===== src/inc/smc_defs.svh =====
// Constants of the static memory timing and idle cycle controller
`ifndef SMC_DEFS_SVH
`define SMC_DEFS_SVH
`define SMC_NCS 8
`define SMC_SEL_SETUP 2'h0
`define SMC_SEL_PULSE 2'h1
`define SMC_SEL_CYCLE 2'h2
`define SMC_SEL_MODE 2'h3
`define SMC_F_WR 0
`define SMC_F_CSWR 8
`define SMC_F_RD 16
`define SMC_F_CSRD 24
`define SMC_F_CYC_RD 0
`define SMC_F_CYC_WR 16
`define SMC_M_RDMODE 0
`define SMC_M_WRMODE 1
`define SMC_M_TDF_LSB 16
`define SMC_M_TDFMODE 20
`define SETUP_TIMING_REG_W 10'h080
`define PULSE_TIMING_REG_W 10'h100
`define CYCLE_TIMING_REG_W 8'h00
`define SMC_FB_LOOK 10'h003
`define SMC_RST_SETUP 32'h01010101
`define SMC_RST_PULSE 32'h01010101
`define SMC_RST_CYCLE 32'h00030003
`define SMC_RST_MODE 32'h00000003
`endif


===== src/inc/smc_pkg.sv =====
// Types of the static memory timing and idle cycle controller
package smc_pkg;
	typedef logic [9:0] smc_cyc_t;
	typedef enum logic [2:0] {ST_IDLE, ST_WAIT, ST_ACC, ST_POST} smc_state_t;
endpackage


===== src/inc/smc_tim_if.sv =====
// Raw timing words of one chip select and their decoded cycle counts
`timescale 1ns/10ps
interface smc_tim_if;
	logic [31:0] setup_raw;
	logic [31:0] pulse_raw;
	logic [31:0] cycle_raw;
	smc_pkg::smc_cyc_t rs, crs, ws, cws;
	smc_pkg::smc_cyc_t rp, crp, wp, cwp;
	smc_pkg::smc_cyc_t rcyc, wcyc;
	modport dec (input setup_raw, pulse_raw, cycle_raw,
		output rs, crs, ws, cws, rp, crp, wp, cwp, rcyc, wcyc);
	modport usr (output setup_raw, pulse_raw, cycle_raw,
		input rs, crs, ws, cws, rp, crp, wp, cwp, rcyc, wcyc);
endinterface


===== src/core/smc_ctrl.sv =====
// Static memory controller core: strobe timing and automatic idle cycles
`timescale 1ns/10ps
`include "smc_defs.svh"
// How it works
// - Setup field: 128 times top bit plus rest.
// - Pulse field: 256 times top bit plus rest.
// - Cycle field: 256 times top two plus rest.
// - Setup, pulse, cycle words per chip select.
// - Strobe-controlled zero write hold holds address, selects.
// - Idle cycle between different chip selects.
// - Chip-select idle drives all controls high.
// - Early read only write-then-read, same select.
// - Early read: zero write hold, zero read setup.
// - Select-controlled write: early read on zero hold.
// - Strobe feedback still low adds early read.
// - Mode write causes reload idle cycle.
// - Reload merges into chip-select idle cycle.
// - Slow clock change also causes reload.
// - Read then write adds one more idle.
// - Data float count after reads, 0 to 15.
// - Internal accesses never wait for data float.
// - Float starts at controlling read strobe rise.
// - Optimised float overlaps next access setup.
// - Unoptimised float counts through read hold.
// - Read mode picks data sampling edge.
module smc_ctrl (
	input wire logic ref_clk,
	input wire logic srst,
	input wire logic req_valid,
	input wire logic req_write,
	input wire logic [2:0] req_cs,
	input wire logic [25:0] req_addr,
	input wire logic [31:0] req_wdata,
	input wire logic [3:0] req_be,
	output logic req_ready,
	output logic rd_valid,
	output logic [31:0] rd_data,
	output logic acc_done,
	input wire logic int_req,
	output logic int_ack,
	input wire logic cfg_wr,
	input wire logic [2:0] cfg_cs,
	input wire logic [1:0] cfg_sel,
	input wire logic [31:0] cfg_wdata,
	input wire logic slow_clk_mode,
	output logic reload_pend,
	output logic [25:0] mem_addr,
	output logic [31:0] mem_dout,
	output logic mem_dout_oe,
	input wire logic [31:0] mem_din,
	output logic [7:0] chip_select_n,
	output logic read_strobe_n,
	output logic write_strobe_n,
	input wire logic write_strobe_fb_n,
	output logic [3:0] byte_write_strobe_n,
	output logic [3:0] byte_select_n
);
	import smc_pkg::*;

	smc_tim_if tim ();
	smc_tim_dec u_dec (.t(tim));

	logic [31:0] u_setup_ff [`SMC_NCS];
	logic [31:0] u_pulse_ff [`SMC_NCS];
	logic [31:0] u_cycle_ff [`SMC_NCS];
	logic [31:0] u_mode_ff [`SMC_NCS];
	logic [31:0] a_setup_ff [`SMC_NCS];
	logic [31:0] a_pulse_ff [`SMC_NCS];
	logic [31:0] a_cycle_ff [`SMC_NCS];
	logic [31:0] a_mode_ff [`SMC_NCS];

	smc_state_t state_ff, nxt_state;
	smc_cyc_t cnt_ff;
	logic [3:0] tdf_ff;
	logic acc_wr_ff;
	logic [2:0] acc_cs_ff;
	logic [25:0] acc_addr_ff;
	logic [31:0] acc_wdata_ff;
	logic [3:0] acc_be_ff;
	logic need_cs_ff, need_rl_ff, need_rw_ff, need_er_ff, er_hold_ff;
	logic have_last_ff, last_rd_ff, last_wr_mode_ff, last_tdf_mode_ff;
	logic last_hold0_ff, last_cs_hold0_ff;
	logic [2:0] last_cs_ff;
	logic slow_ff, rl_pend_ff;
	logic fb_s1_ff, fb_s2_ff;
	logic er_fb_late_ff;
	logic [31:0] din_s1w_ff, din_s2_ff;
	logic [2:0] cap_pipe_ff;

	// Window test: is cnt inside [s, s+p)
	function automatic logic in_win(input smc_cyc_t c, input smc_cyc_t s, input smc_cyc_t p);
		in_win = ({1'b0, c} >= {1'b0, s}) && ({1'b0, c} < ({1'b0, s} + {1'b0, p}));
	endfunction

	// Zero hold when setup plus pulse fills the whole cycle
	function automatic logic hold0(input smc_cyc_t s, input smc_cyc_t p, input smc_cyc_t cy);
		hold0 = ({1'b0, s} + {1'b0, p}) == {1'b0, cy};
	endfunction

	logic [31:0] cur_mode;
	logic rd_mode, wr_mode;
	smc_cyc_t cyc_len, ctl_end, nxt_setup;
	logic last_cyc, blk_next, gap_any, post_end, cnt_run, wr_fb_need;
	logic [3:0] tdf_dec;

	assign tim.setup_raw = a_setup_ff[acc_cs_ff];
	assign tim.pulse_raw = a_pulse_ff[acc_cs_ff];
	assign tim.cycle_raw = a_cycle_ff[acc_cs_ff];
	assign cur_mode = a_mode_ff[acc_cs_ff];
	assign rd_mode = cur_mode[`SMC_M_RDMODE];
	assign wr_mode = cur_mode[`SMC_M_WRMODE];
	assign cyc_len = acc_wr_ff ? tim.wcyc : tim.rcyc;
	assign last_cyc = (cnt_ff == cyc_len - 10'h001);
	// Last low cycle of the controlling read strobe
	assign ctl_end = rd_mode ? (tim.rs + tim.rp - 10'h001) : (tim.crs + tim.crp - 10'h001);
	assign nxt_setup = acc_wr_ff ? (wr_mode ? tim.ws : tim.cws) : (rd_mode ? tim.rs : tim.crs);
	assign tdf_dec = tdf_ff - {3'h0, tdf_ff != 4'h0};
	assign post_end = (cnt_ff == `SMC_FB_LOOK);
	assign cnt_run = (state_ff == ST_ACC && !last_cyc) || (state_ff == ST_POST && !post_end);
	// Zero-hold strobe write: one hold cycle, then wait out the feedback synchroniser
	assign wr_fb_need = acc_wr_ff && wr_mode && hold0(tim.ws, tim.wp, tim.wcyc);

	// Float blocks only a read to another select or any write
	always_comb begin
		blk_next = 1'b0;
		if (last_rd_ff && (acc_wr_ff || acc_cs_ff != last_cs_ff)) begin
			if (last_tdf_mode_ff)
				blk_next = {6'h00, tdf_dec} > nxt_setup;
			else
				blk_next = tdf_dec != 4'h0;
		end
	end

	// Each owed idle cycle takes a wait cycle of its own
	assign gap_any = need_cs_ff | need_rl_ff | need_rw_ff | need_er_ff;

	// Pin inputs cross into the clock domain through two flops
	always_ff @(posedge ref_clk) begin
		if (srst) begin
			din_s1w_ff <= 32'h00000000;
			din_s2_ff <= 32'h00000000;
			fb_s1_ff <= 1'b1;
			fb_s2_ff <= 1'b1;
		end else begin
			din_s1w_ff <= mem_din;
			din_s2_ff <= din_s1w_ff;
			fb_s1_ff <= write_strobe_fb_n;
			fb_s2_ff <= fb_s1_ff;
		end
	end

	// User copies take writes; active copies are loaded at reload
	always_ff @(posedge ref_clk) begin
		if (srst) begin
			for (int i = 0; i < `SMC_NCS; i++) begin
				u_setup_ff[i] <= `SMC_RST_SETUP;
				u_pulse_ff[i] <= `SMC_RST_PULSE;
				u_cycle_ff[i] <= `SMC_RST_CYCLE;
				u_mode_ff[i] <= `SMC_RST_MODE;
			end
		end else if (cfg_wr) begin
			unique case (cfg_sel)
				`SMC_SEL_SETUP: u_setup_ff[cfg_cs] <= cfg_wdata;
				`SMC_SEL_PULSE: u_pulse_ff[cfg_cs] <= cfg_wdata;
				`SMC_SEL_CYCLE: u_cycle_ff[cfg_cs] <= cfg_wdata;
				`SMC_SEL_MODE: u_mode_ff[cfg_cs] <= cfg_wdata;
			endcase
		end
	end

	always_ff @(posedge ref_clk) begin
		if (srst) begin
			for (int i = 0; i < `SMC_NCS; i++) begin
				a_setup_ff[i] <= `SMC_RST_SETUP;
				a_pulse_ff[i] <= `SMC_RST_PULSE;
				a_cycle_ff[i] <= `SMC_RST_CYCLE;
				a_mode_ff[i] <= `SMC_RST_MODE;
			end
		end else if (state_ff == ST_WAIT && (need_cs_ff | need_rl_ff)) begin
			// New set applies from the next access on
			for (int i = 0; i < `SMC_NCS; i++) begin
				a_setup_ff[i] <= u_setup_ff[i];
				a_pulse_ff[i] <= u_pulse_ff[i];
				a_cycle_ff[i] <= u_cycle_ff[i];
				a_mode_ff[i] <= u_mode_ff[i];
			end
		end
	end

	// Mode write or slow clock change arms a reload; set beats clear
	always_ff @(posedge ref_clk) begin
		if (srst) begin
			slow_ff <= 1'b0;
			rl_pend_ff <= 1'b0;
		end else begin
			slow_ff <= slow_clk_mode;
			if ((cfg_wr && cfg_sel == `SMC_SEL_MODE) || slow_ff != slow_clk_mode)
				rl_pend_ff <= 1'b1;
			else if (state_ff == ST_IDLE && req_valid && req_ready)
				rl_pend_ff <= 1'b0;
		end
	end

	always_comb begin
		nxt_state = state_ff;
		unique case (state_ff)
			ST_IDLE: begin
				if (req_valid && req_ready)
					nxt_state = ST_WAIT;
			end
			ST_WAIT: begin
				if (!gap_any && !blk_next)
					nxt_state = ST_ACC;
			end
			ST_ACC: begin
				if (last_cyc)
					nxt_state = wr_fb_need ? ST_POST : ST_IDLE;
			end
			ST_POST: begin
				if (post_end)
					nxt_state = ST_IDLE;
			end
		endcase
	end

	always_ff @(posedge ref_clk) begin
		if (srst)
			state_ff <= ST_IDLE;
		else
			state_ff <= nxt_state;
	end

	// Idle cycle bookkeeping for the accepted request
	always_ff @(posedge ref_clk) begin
		if (srst) begin
			need_cs_ff <= 1'b0;
			need_rl_ff <= 1'b0;
			need_rw_ff <= 1'b0;
			need_er_ff <= 1'b0;
			er_hold_ff <= 1'b0;
		end else if (state_ff == ST_IDLE && req_valid && req_ready) begin
			need_cs_ff <= have_last_ff && req_cs != last_cs_ff;
			// Reload folds into the select change
			need_rl_ff <= rl_pend_ff && !(have_last_ff && req_cs != last_cs_ff);
			need_rw_ff <= have_last_ff && last_rd_ff && req_write;
			need_er_ff <= 1'b0;
			er_hold_ff <= 1'b0;
			// Early read only on the same select after a write
			if (have_last_ff && !last_rd_ff && !req_write && req_cs == last_cs_ff) begin
				if (last_hold0_ff && (a_mode_ff[req_cs][`SMC_M_RDMODE] ?
					a_setup_ff[req_cs][`SMC_F_RD +: 6] == 6'h00 :
					a_setup_ff[req_cs][`SMC_F_CSRD +: 6] == 6'h00))
					need_er_ff <= 1'b1;
				if (!last_wr_mode_ff && last_cs_hold0_ff &&
					a_setup_ff[req_cs][`SMC_F_CSRD +: 6] == 6'h00)
					need_er_ff <= 1'b1;
				if (er_fb_late_ff) begin
					need_er_ff <= 1'b1;
					er_hold_ff <= 1'b1;
				end
			end
		end else if (state_ff == ST_WAIT) begin
			if (need_cs_ff | need_rl_ff) begin
				need_cs_ff <= 1'b0;
				need_rl_ff <= 1'b0;
			end else if (need_rw_ff)
				need_rw_ff <= 1'b0;
			else if (need_er_ff) begin
				need_er_ff <= 1'b0;
				er_hold_ff <= 1'b0;
			end
		end
	end

	// Feedback of the cycle after the strobe rise, seen through the synchroniser
	always_ff @(posedge ref_clk) begin
		if (srst)
			er_fb_late_ff <= 1'b0;
		else if (state_ff == ST_POST && post_end)
			er_fb_late_ff <= !fb_s2_ff;
		else if (state_ff == ST_ACC)
			er_fb_late_ff <= 1'b0;
	end

	// Request capture and access counter
	always_ff @(posedge ref_clk) begin
		if (srst) begin
			acc_wr_ff <= 1'b0;
			acc_cs_ff <= 3'h0;
			acc_addr_ff <= 26'h0000000;
			acc_wdata_ff <= 32'h00000000;
			acc_be_ff <= 4'h0;
			cnt_ff <= 10'h000;
		end else begin
			if (state_ff == ST_IDLE && req_valid && req_ready) begin
				acc_wr_ff <= req_write;
				acc_cs_ff <= req_cs;
				acc_addr_ff <= req_addr;
				acc_wdata_ff <= req_wdata;
				acc_be_ff <= req_be;
			end
			cnt_ff <= cnt_run ? cnt_ff + 10'h001 : 10'h000;
		end
	end

	// History of the previous external access
	always_ff @(posedge ref_clk) begin
		if (srst) begin
			have_last_ff <= 1'b0;
			last_rd_ff <= 1'b0;
			last_cs_ff <= 3'h0;
			last_wr_mode_ff <= 1'b0;
			last_tdf_mode_ff <= 1'b0;
			last_hold0_ff <= 1'b0;
			last_cs_hold0_ff <= 1'b0;
		end else if (state_ff == ST_ACC && last_cyc) begin
			have_last_ff <= 1'b1;
			last_rd_ff <= !acc_wr_ff;
			last_cs_ff <= acc_cs_ff;
			last_wr_mode_ff <= wr_mode;
			last_tdf_mode_ff <= cur_mode[`SMC_M_TDFMODE];
			last_hold0_ff <= acc_wr_ff && (wr_mode ? hold0(tim.ws, tim.wp, tim.wcyc) :
				hold0(tim.cws, tim.cwp, tim.wcyc));
			last_cs_hold0_ff <= acc_wr_ff && hold0(tim.cws, tim.cwp, tim.wcyc);
		end
	end

	// Float count loads as the controlling read strobe rises
	always_ff @(posedge ref_clk) begin
		if (srst)
			tdf_ff <= 4'h0;
		else if (state_ff == ST_ACC && !acc_wr_ff && cnt_ff == ctl_end)
			tdf_ff <= cur_mode[`SMC_M_TDF_LSB +: 4];
		else
			tdf_ff <= tdf_dec;
	end

	// Read data sampling, aligned to the synchroniser delay
	always_ff @(posedge ref_clk) begin
		if (srst) begin
			cap_pipe_ff <= 3'h0;
			rd_valid <= 1'b0;
			rd_data <= 32'h00000000;
		end else begin
			cap_pipe_ff <= {cap_pipe_ff[1:0], state_ff == ST_ACC && !acc_wr_ff && cnt_ff == ctl_end};
			rd_valid <= cap_pipe_ff[2];
			if (cap_pipe_ff[2])
				rd_data <= din_s2_ff;
		end
	end

	// Internal accesses bypass the float wait entirely
	always_ff @(posedge ref_clk) begin
		if (srst) begin
			int_ack <= 1'b0;
			req_ready <= 1'b0;
			acc_done <= 1'b0;
			reload_pend <= 1'b0;
		end else begin
			int_ack <= int_req;
			req_ready <= nxt_state == ST_IDLE;
			acc_done <= state_ff == ST_ACC && last_cyc;
			reload_pend <= rl_pend_ff;
		end
	end

	// Pin waveforms, registered one cycle behind the state
	logic nx_rd, nx_we, nx_cs, nx_oe, nx_keep;
	always_comb begin
		nx_rd = 1'b0;
		nx_we = 1'b0;
		nx_cs = 1'b0;
		nx_oe = 1'b0;
		nx_keep = 1'b0;
		if (state_ff == ST_ACC) begin
			if (acc_wr_ff) begin
				nx_we = in_win(cnt_ff, tim.ws, tim.wp);
				nx_cs = in_win(cnt_ff, tim.cws, tim.cwp);
				nx_oe = cnt_ff >= (wr_mode ? tim.ws : tim.cws);
			end else begin
				nx_rd = in_win(cnt_ff, tim.rs, tim.rp);
				nx_cs = in_win(cnt_ff, tim.crs, tim.crp);
			end
			nx_keep = 1'b1;
		end else if (state_ff == ST_POST && cnt_ff == 10'h000)
			nx_keep = 1'b1;
		else if (state_ff == ST_WAIT && er_hold_ff && !(need_cs_ff | need_rl_ff | need_rw_ff))
			nx_keep = 1'b1;
	end

	// Outside an access every control line is high, except the select and byte selects that nx_keep holds
	always_ff @(posedge ref_clk) begin
		if (srst) begin
			mem_addr <= 26'h0000000;
			mem_dout <= 32'h00000000;
			mem_dout_oe <= 1'b0;
			chip_select_n <= 8'hff;
			read_strobe_n <= 1'b1;
			write_strobe_n <= 1'b1;
			byte_write_strobe_n <= 4'hf;
			byte_select_n <= 4'hf;
		end else begin
			mem_addr <= acc_addr_ff;
			mem_dout <= acc_wdata_ff;
			mem_dout_oe <= nx_oe || (nx_keep && state_ff != ST_ACC && acc_wr_ff);
			read_strobe_n <= !nx_rd;
			write_strobe_n <= !nx_we;
			byte_write_strobe_n <= nx_we ? ~acc_be_ff : 4'hf;
			byte_select_n <= nx_keep ? ~acc_be_ff : 4'hf;
			chip_select_n <= (nx_cs || (nx_keep && state_ff != ST_ACC)) ?
				~(8'h01 << acc_cs_ff) : 8'hff;
		end
	end
endmodule


===== src/core/smc_tim_dec.sv =====
// Decoder from coded timing fields to effective cycle counts
`timescale 1ns/10ps
`include "smc_defs.svh"
module smc_tim_dec (
	smc_tim_if.dec t
);
	import smc_pkg::*;

	function automatic smc_cyc_t dec_setup(input logic [5:0] f);
		dec_setup = (f[5] ? `SETUP_TIMING_REG_W : 10'h000) + {5'h00, f[4:0]};
	endfunction

	function automatic smc_cyc_t dec_pulse(input logic [6:0] f);
		dec_pulse = (f[6] ? `PULSE_TIMING_REG_W : 10'h000) + {4'h0, f[5:0]};
	endfunction

	function automatic smc_cyc_t dec_cycle(input logic [8:0] f);
		dec_cycle = {f[8:7], `CYCLE_TIMING_REG_W} + {3'h0, f[6:0]};
	endfunction

	// One word per kind, four strobes per setup and pulse word, read and write lengths in the cycle word
	assign t.ws = dec_setup(t.setup_raw[`SMC_F_WR +: 6]);
	assign t.cws = dec_setup(t.setup_raw[`SMC_F_CSWR +: 6]);
	assign t.rs = dec_setup(t.setup_raw[`SMC_F_RD +: 6]);
	assign t.crs = dec_setup(t.setup_raw[`SMC_F_CSRD +: 6]);
	assign t.wp = dec_pulse(t.pulse_raw[`SMC_F_WR +: 7]);
	assign t.cwp = dec_pulse(t.pulse_raw[`SMC_F_CSWR +: 7]);
	assign t.rp = dec_pulse(t.pulse_raw[`SMC_F_RD +: 7]);
	assign t.crp = dec_pulse(t.pulse_raw[`SMC_F_CSRD +: 7]);
	assign t.rcyc = dec_cycle(t.cycle_raw[`SMC_F_CYC_RD +: 9]);
	assign t.wcyc = dec_cycle(t.cycle_raw[`SMC_F_CYC_WR +: 9]);
endmodule


===== config.mk =====
export PLATFORM = sky130hd
export DESIGN_NAME = smc_ctrl
export DESIGN_NICKNAME = d
export VERILOG_FILES = /design/src/inc/smc_pkg.sv /design/src/inc/smc_tim_if.sv /design/src/core/smc_ctrl.sv /design/src/core/smc_tim_dec.sv
export VERILOG_INCLUDE_DIRS = /design/src /design/src/inc
export SDC_FILE = /design/constraint.sdc
export NUM_CORES = 2
export LEC_CHECK = 0
export BUFFER_PORTS_ARGS = -buffer_cell sky130_fd_sc_hd__buf_2
export CAP_MARGIN = 20
export CORE_UTILIZATION = 55
export DETAILED_ROUTE_END_ITERATION = 16
export PLACE_DENSITY = 0.81
export SLEW_MARGIN = 0
export SYNTH_ARGS = -nofsm -noshare
export SYNTH_HDL_FRONTEND = slang
export SYNTH_HIERARCHICAL = 1
export SYNTH_SLANG_ARGS = --single-unit

===== constraint.sdc =====
create_clock -name ref_clk -period 60.7 [get_ports ref_clk]
set_input_delay 9.105 -clock ref_clk [delete_from_list [all_inputs] [get_ports ref_clk]]
set_output_delay 9.105 -clock ref_clk [all_outputs]
set_load 0.005 [all_outputs]

==> metrics.cfg <==
[cells_and_area]
syn2layout_area_growth_pct = 9.40
final_nets = 5320
fillers = 8648
regArea_um2 = 42700
postLayoutCoreUtil = 0.609
fin_area_um2 = 73400
drive_gt1_frac = 0.165
multi_input_area_um2 = 21800

[critical_path]
arrival_ns = 12.59
startpoint_type = input port
critPathTopFamily = simple AND/OR/NAND/NOR gates
path_class = input port to flip-flop
cp_common_cell = buf_4
reg2reg_slack_ns = 54.46
r2r_cells = 19
endpoint_kind = flip-flop
r2r-end = byte_write_strobe_n[2]
critPathRequiredTime_ns = 61.07
cp_cell_sequence = buf_8 > buf_4 > nand2b_1 > or3_1 > buf_4 > nor2_1 > buf_4 > or2_2
slowest_delay_ns = 0.82
cp_num_buf_inv = 4
crit_slowest_cell = nor2_1
crit_fanout = 127

[clocking]
worst_skew_pair.late_latency_ns = 0.76
numCtsBuffers = 147
cts_buffer_depth = 3
post_cts_buffers = 0
cts_hold_repair.buffers = 0
cts_root_buf = clkbuf_16
tritoncts = built
cts_resized = 0
cts_sinks = 1518
htreeDepth = 4
path_clk_slew_ns = 0.06

[worst_hold_path]
holdPathEnd = byte_select_n[3]
hold_depth = 1
hold_class = flip-flop to flip-flop
hp-start = acc_be_ff[3]

[placed_design]
gp_congestion = 0.892
port_buffers = 253
dpl-instance-area_um2 = 68800
hpwl_um = 92300

[sta]
slew_violations = 0
hold_ws_ns = 0.422
finalHoldViolCount = 0
min_period_ns = 12.22
max_slew.worst_pin.slew_ns = 1.14
relSlewSlack = 0.240
max_freq_mhz = 81.8
setup_violations = 0
finalSetupTns_ns = 0
finalCritPeriodShare = 0.201
worst_clock_skew_ns = 0.0230
rsz0062_at_grt = false

[global_route]
grt_pass1_wl_um = 220000
grt_max_degree = 290
grt-ovfl-total = 0
antenna_found_initial = 18
grt_use_total = 0.240
grt_pass1_vias = 37000

[floorplanning]
dieArea_um2 = 123000
die_w_um = 351
io-pin-count = 256
start_util = 0.557
rows = 127
die_h_um = 351
core_um2 = 120000

[route]
drt-total-wl_um = 148000
post_drt_wl_per_cell_um = 22.0
first_pass_iters = 5
via_count = 37600
vias_per_cell = 5.59
ant_nets = 0
drtIter0Drc = 3427
post-route-drc-count = 0

[power_and_ir_drop]
p_int_mw = 1.76
clkPwrFrac = 0.378
powerDensity_nw_per_um2 = 31.4
leakage_nw = 26.6
p_switching_mw = 0.542
seqPwrFrac = 0.516
irDropWorstVdd_mv = 0.0245
swShare = 0.235
pwr-share-comb = 0.106

[logic_synthesis]
syn_avg_cell_area_um2 = 13.4
yosysWarnings = 6
synth_area_um2 = 67100
netlist_instances = 5010

[run_status]
status = complete, no violations

[job]
cap_viol_max_count = 0

[cell usage in the layout (no fill, tap or decap), types with 63 or more instances in the layout]
cell type  count
a21oi_1      155
and2_1       884
buf_2        252
buf_4         63
clkbuf_16    151
dfxtp_1      282
edfxtp_1    1232
ha_1         169
inv_1        110
mux2_2        76
mux4_2       157
nand2_1      189
nand2b_1     101
nor2_1       177
nor2b_1      269
or2_2         70
or3_1        116
[per-layer routing]
layer	vias to the layer above	GRT usage	wire, µm
met5	-	0	88
met4	16	0.0925	5590
met3	318	0.0446	12400
met2	1438	0.407	73200
met1	18500	0.305	56700
li1	17400	-	-
[worst register-to-register path: stages, from the launching register on]
cell      delay (ns)
dfxtp_4         0.69
buf_4           0.69
buf_4           0.77
mux4_2          0.49
mux2_2          0.35
ha_1            0.29
a211oi_1        0.35
nor2_1          0.11
o21ai_0         0.45
nor2b_1         0.23
xnor2_1         0.14
ha_1            0.27
a21o_1          0.17
a21oi_1         0.13
o21ai_0         0.10
a41oi_1         0.22
nor4_1          0.11
a211oi_1        0.26
buf_4           0.23
nand2_1         0.09
[sequential cells by signal, summed over array words and instances (netlist names), 26 cells and up, named ones only]
signal	cells
mem_addr	26
a_pulse_ff	224
acc_wdata_ff	32
u_cycle_ff	144
u_mode_ff	56
acc_addr_ff	26
mem_dout	32
din_s2_ff	32
a_setup_ff	192
u_setup_ff	192
a_cycle_ff	144
u_pulse_ff	224
din_s1w_ff	32
a_mode_ff	56
rd_data	32
[area by class of cell]
class / instances / share of cell area
Antenna cell: 9 / 0.000307
Multi-Input combinational cell: 2905 / 0.297
Timing Repair Buffer: 321 / 0.0251
Clock buffer: 197 / 0.0551
Clock inverter: 60 / 0.00714
Tap cell: 1612 / 0.0275
Sequential cell: 1518 / 0.582
Inverter: 110 / 0.00563
[per-stage QoR]
| stage | instances | power (mW) | setup slack [ns] |
|---|---|---|---|
| final | 6732 | 2.30 | 48.48 |
| after global routing | 6729 | 2.38 | 48.30 |
| after CTS | 6721 | 2.31 | 48.41 |
| after detailed placement | 6464 | 1.45 | 47.62 |
| after global placement | 6463 | 1.44 | 47.75 |
| after floorplan | 5039 | 1.41 | 28.50 |
[how the worst max path moves through the flow]
stage | startpoint | to | slack (ns) | cells past startpoint
after floorplan | state_ff[1] | need_rl_ff | 28.50 | 4
after global placement | srst | u_pulse_ff[0][0] | 47.75 | 5
after detailed placement | srst | u_setup_ff[5][8] | 47.62 | 8
after CTS | srst | u_setup_ff[5][3] | 48.41 | 8
after global routing | srst | u_pulse_ff[0][19] | 48.30 | 5
final | srst | u_setup_ff[4][3] | 48.48 | 8
[power groups by stage]
stage	clock network [mW]	logic, mW	registers, mW
2_1_floorplan	0	0.185	1.23
3_3_place_gp	0	0.234	1.21
3_5_place_dp	0	0.240	1.21
4_1_cts	0.880	0.241	1.19
5_1_grt	0.918	0.268	1.19
6_report	0.871	0.244	1.19
Power figures use the tool's default switching activity.
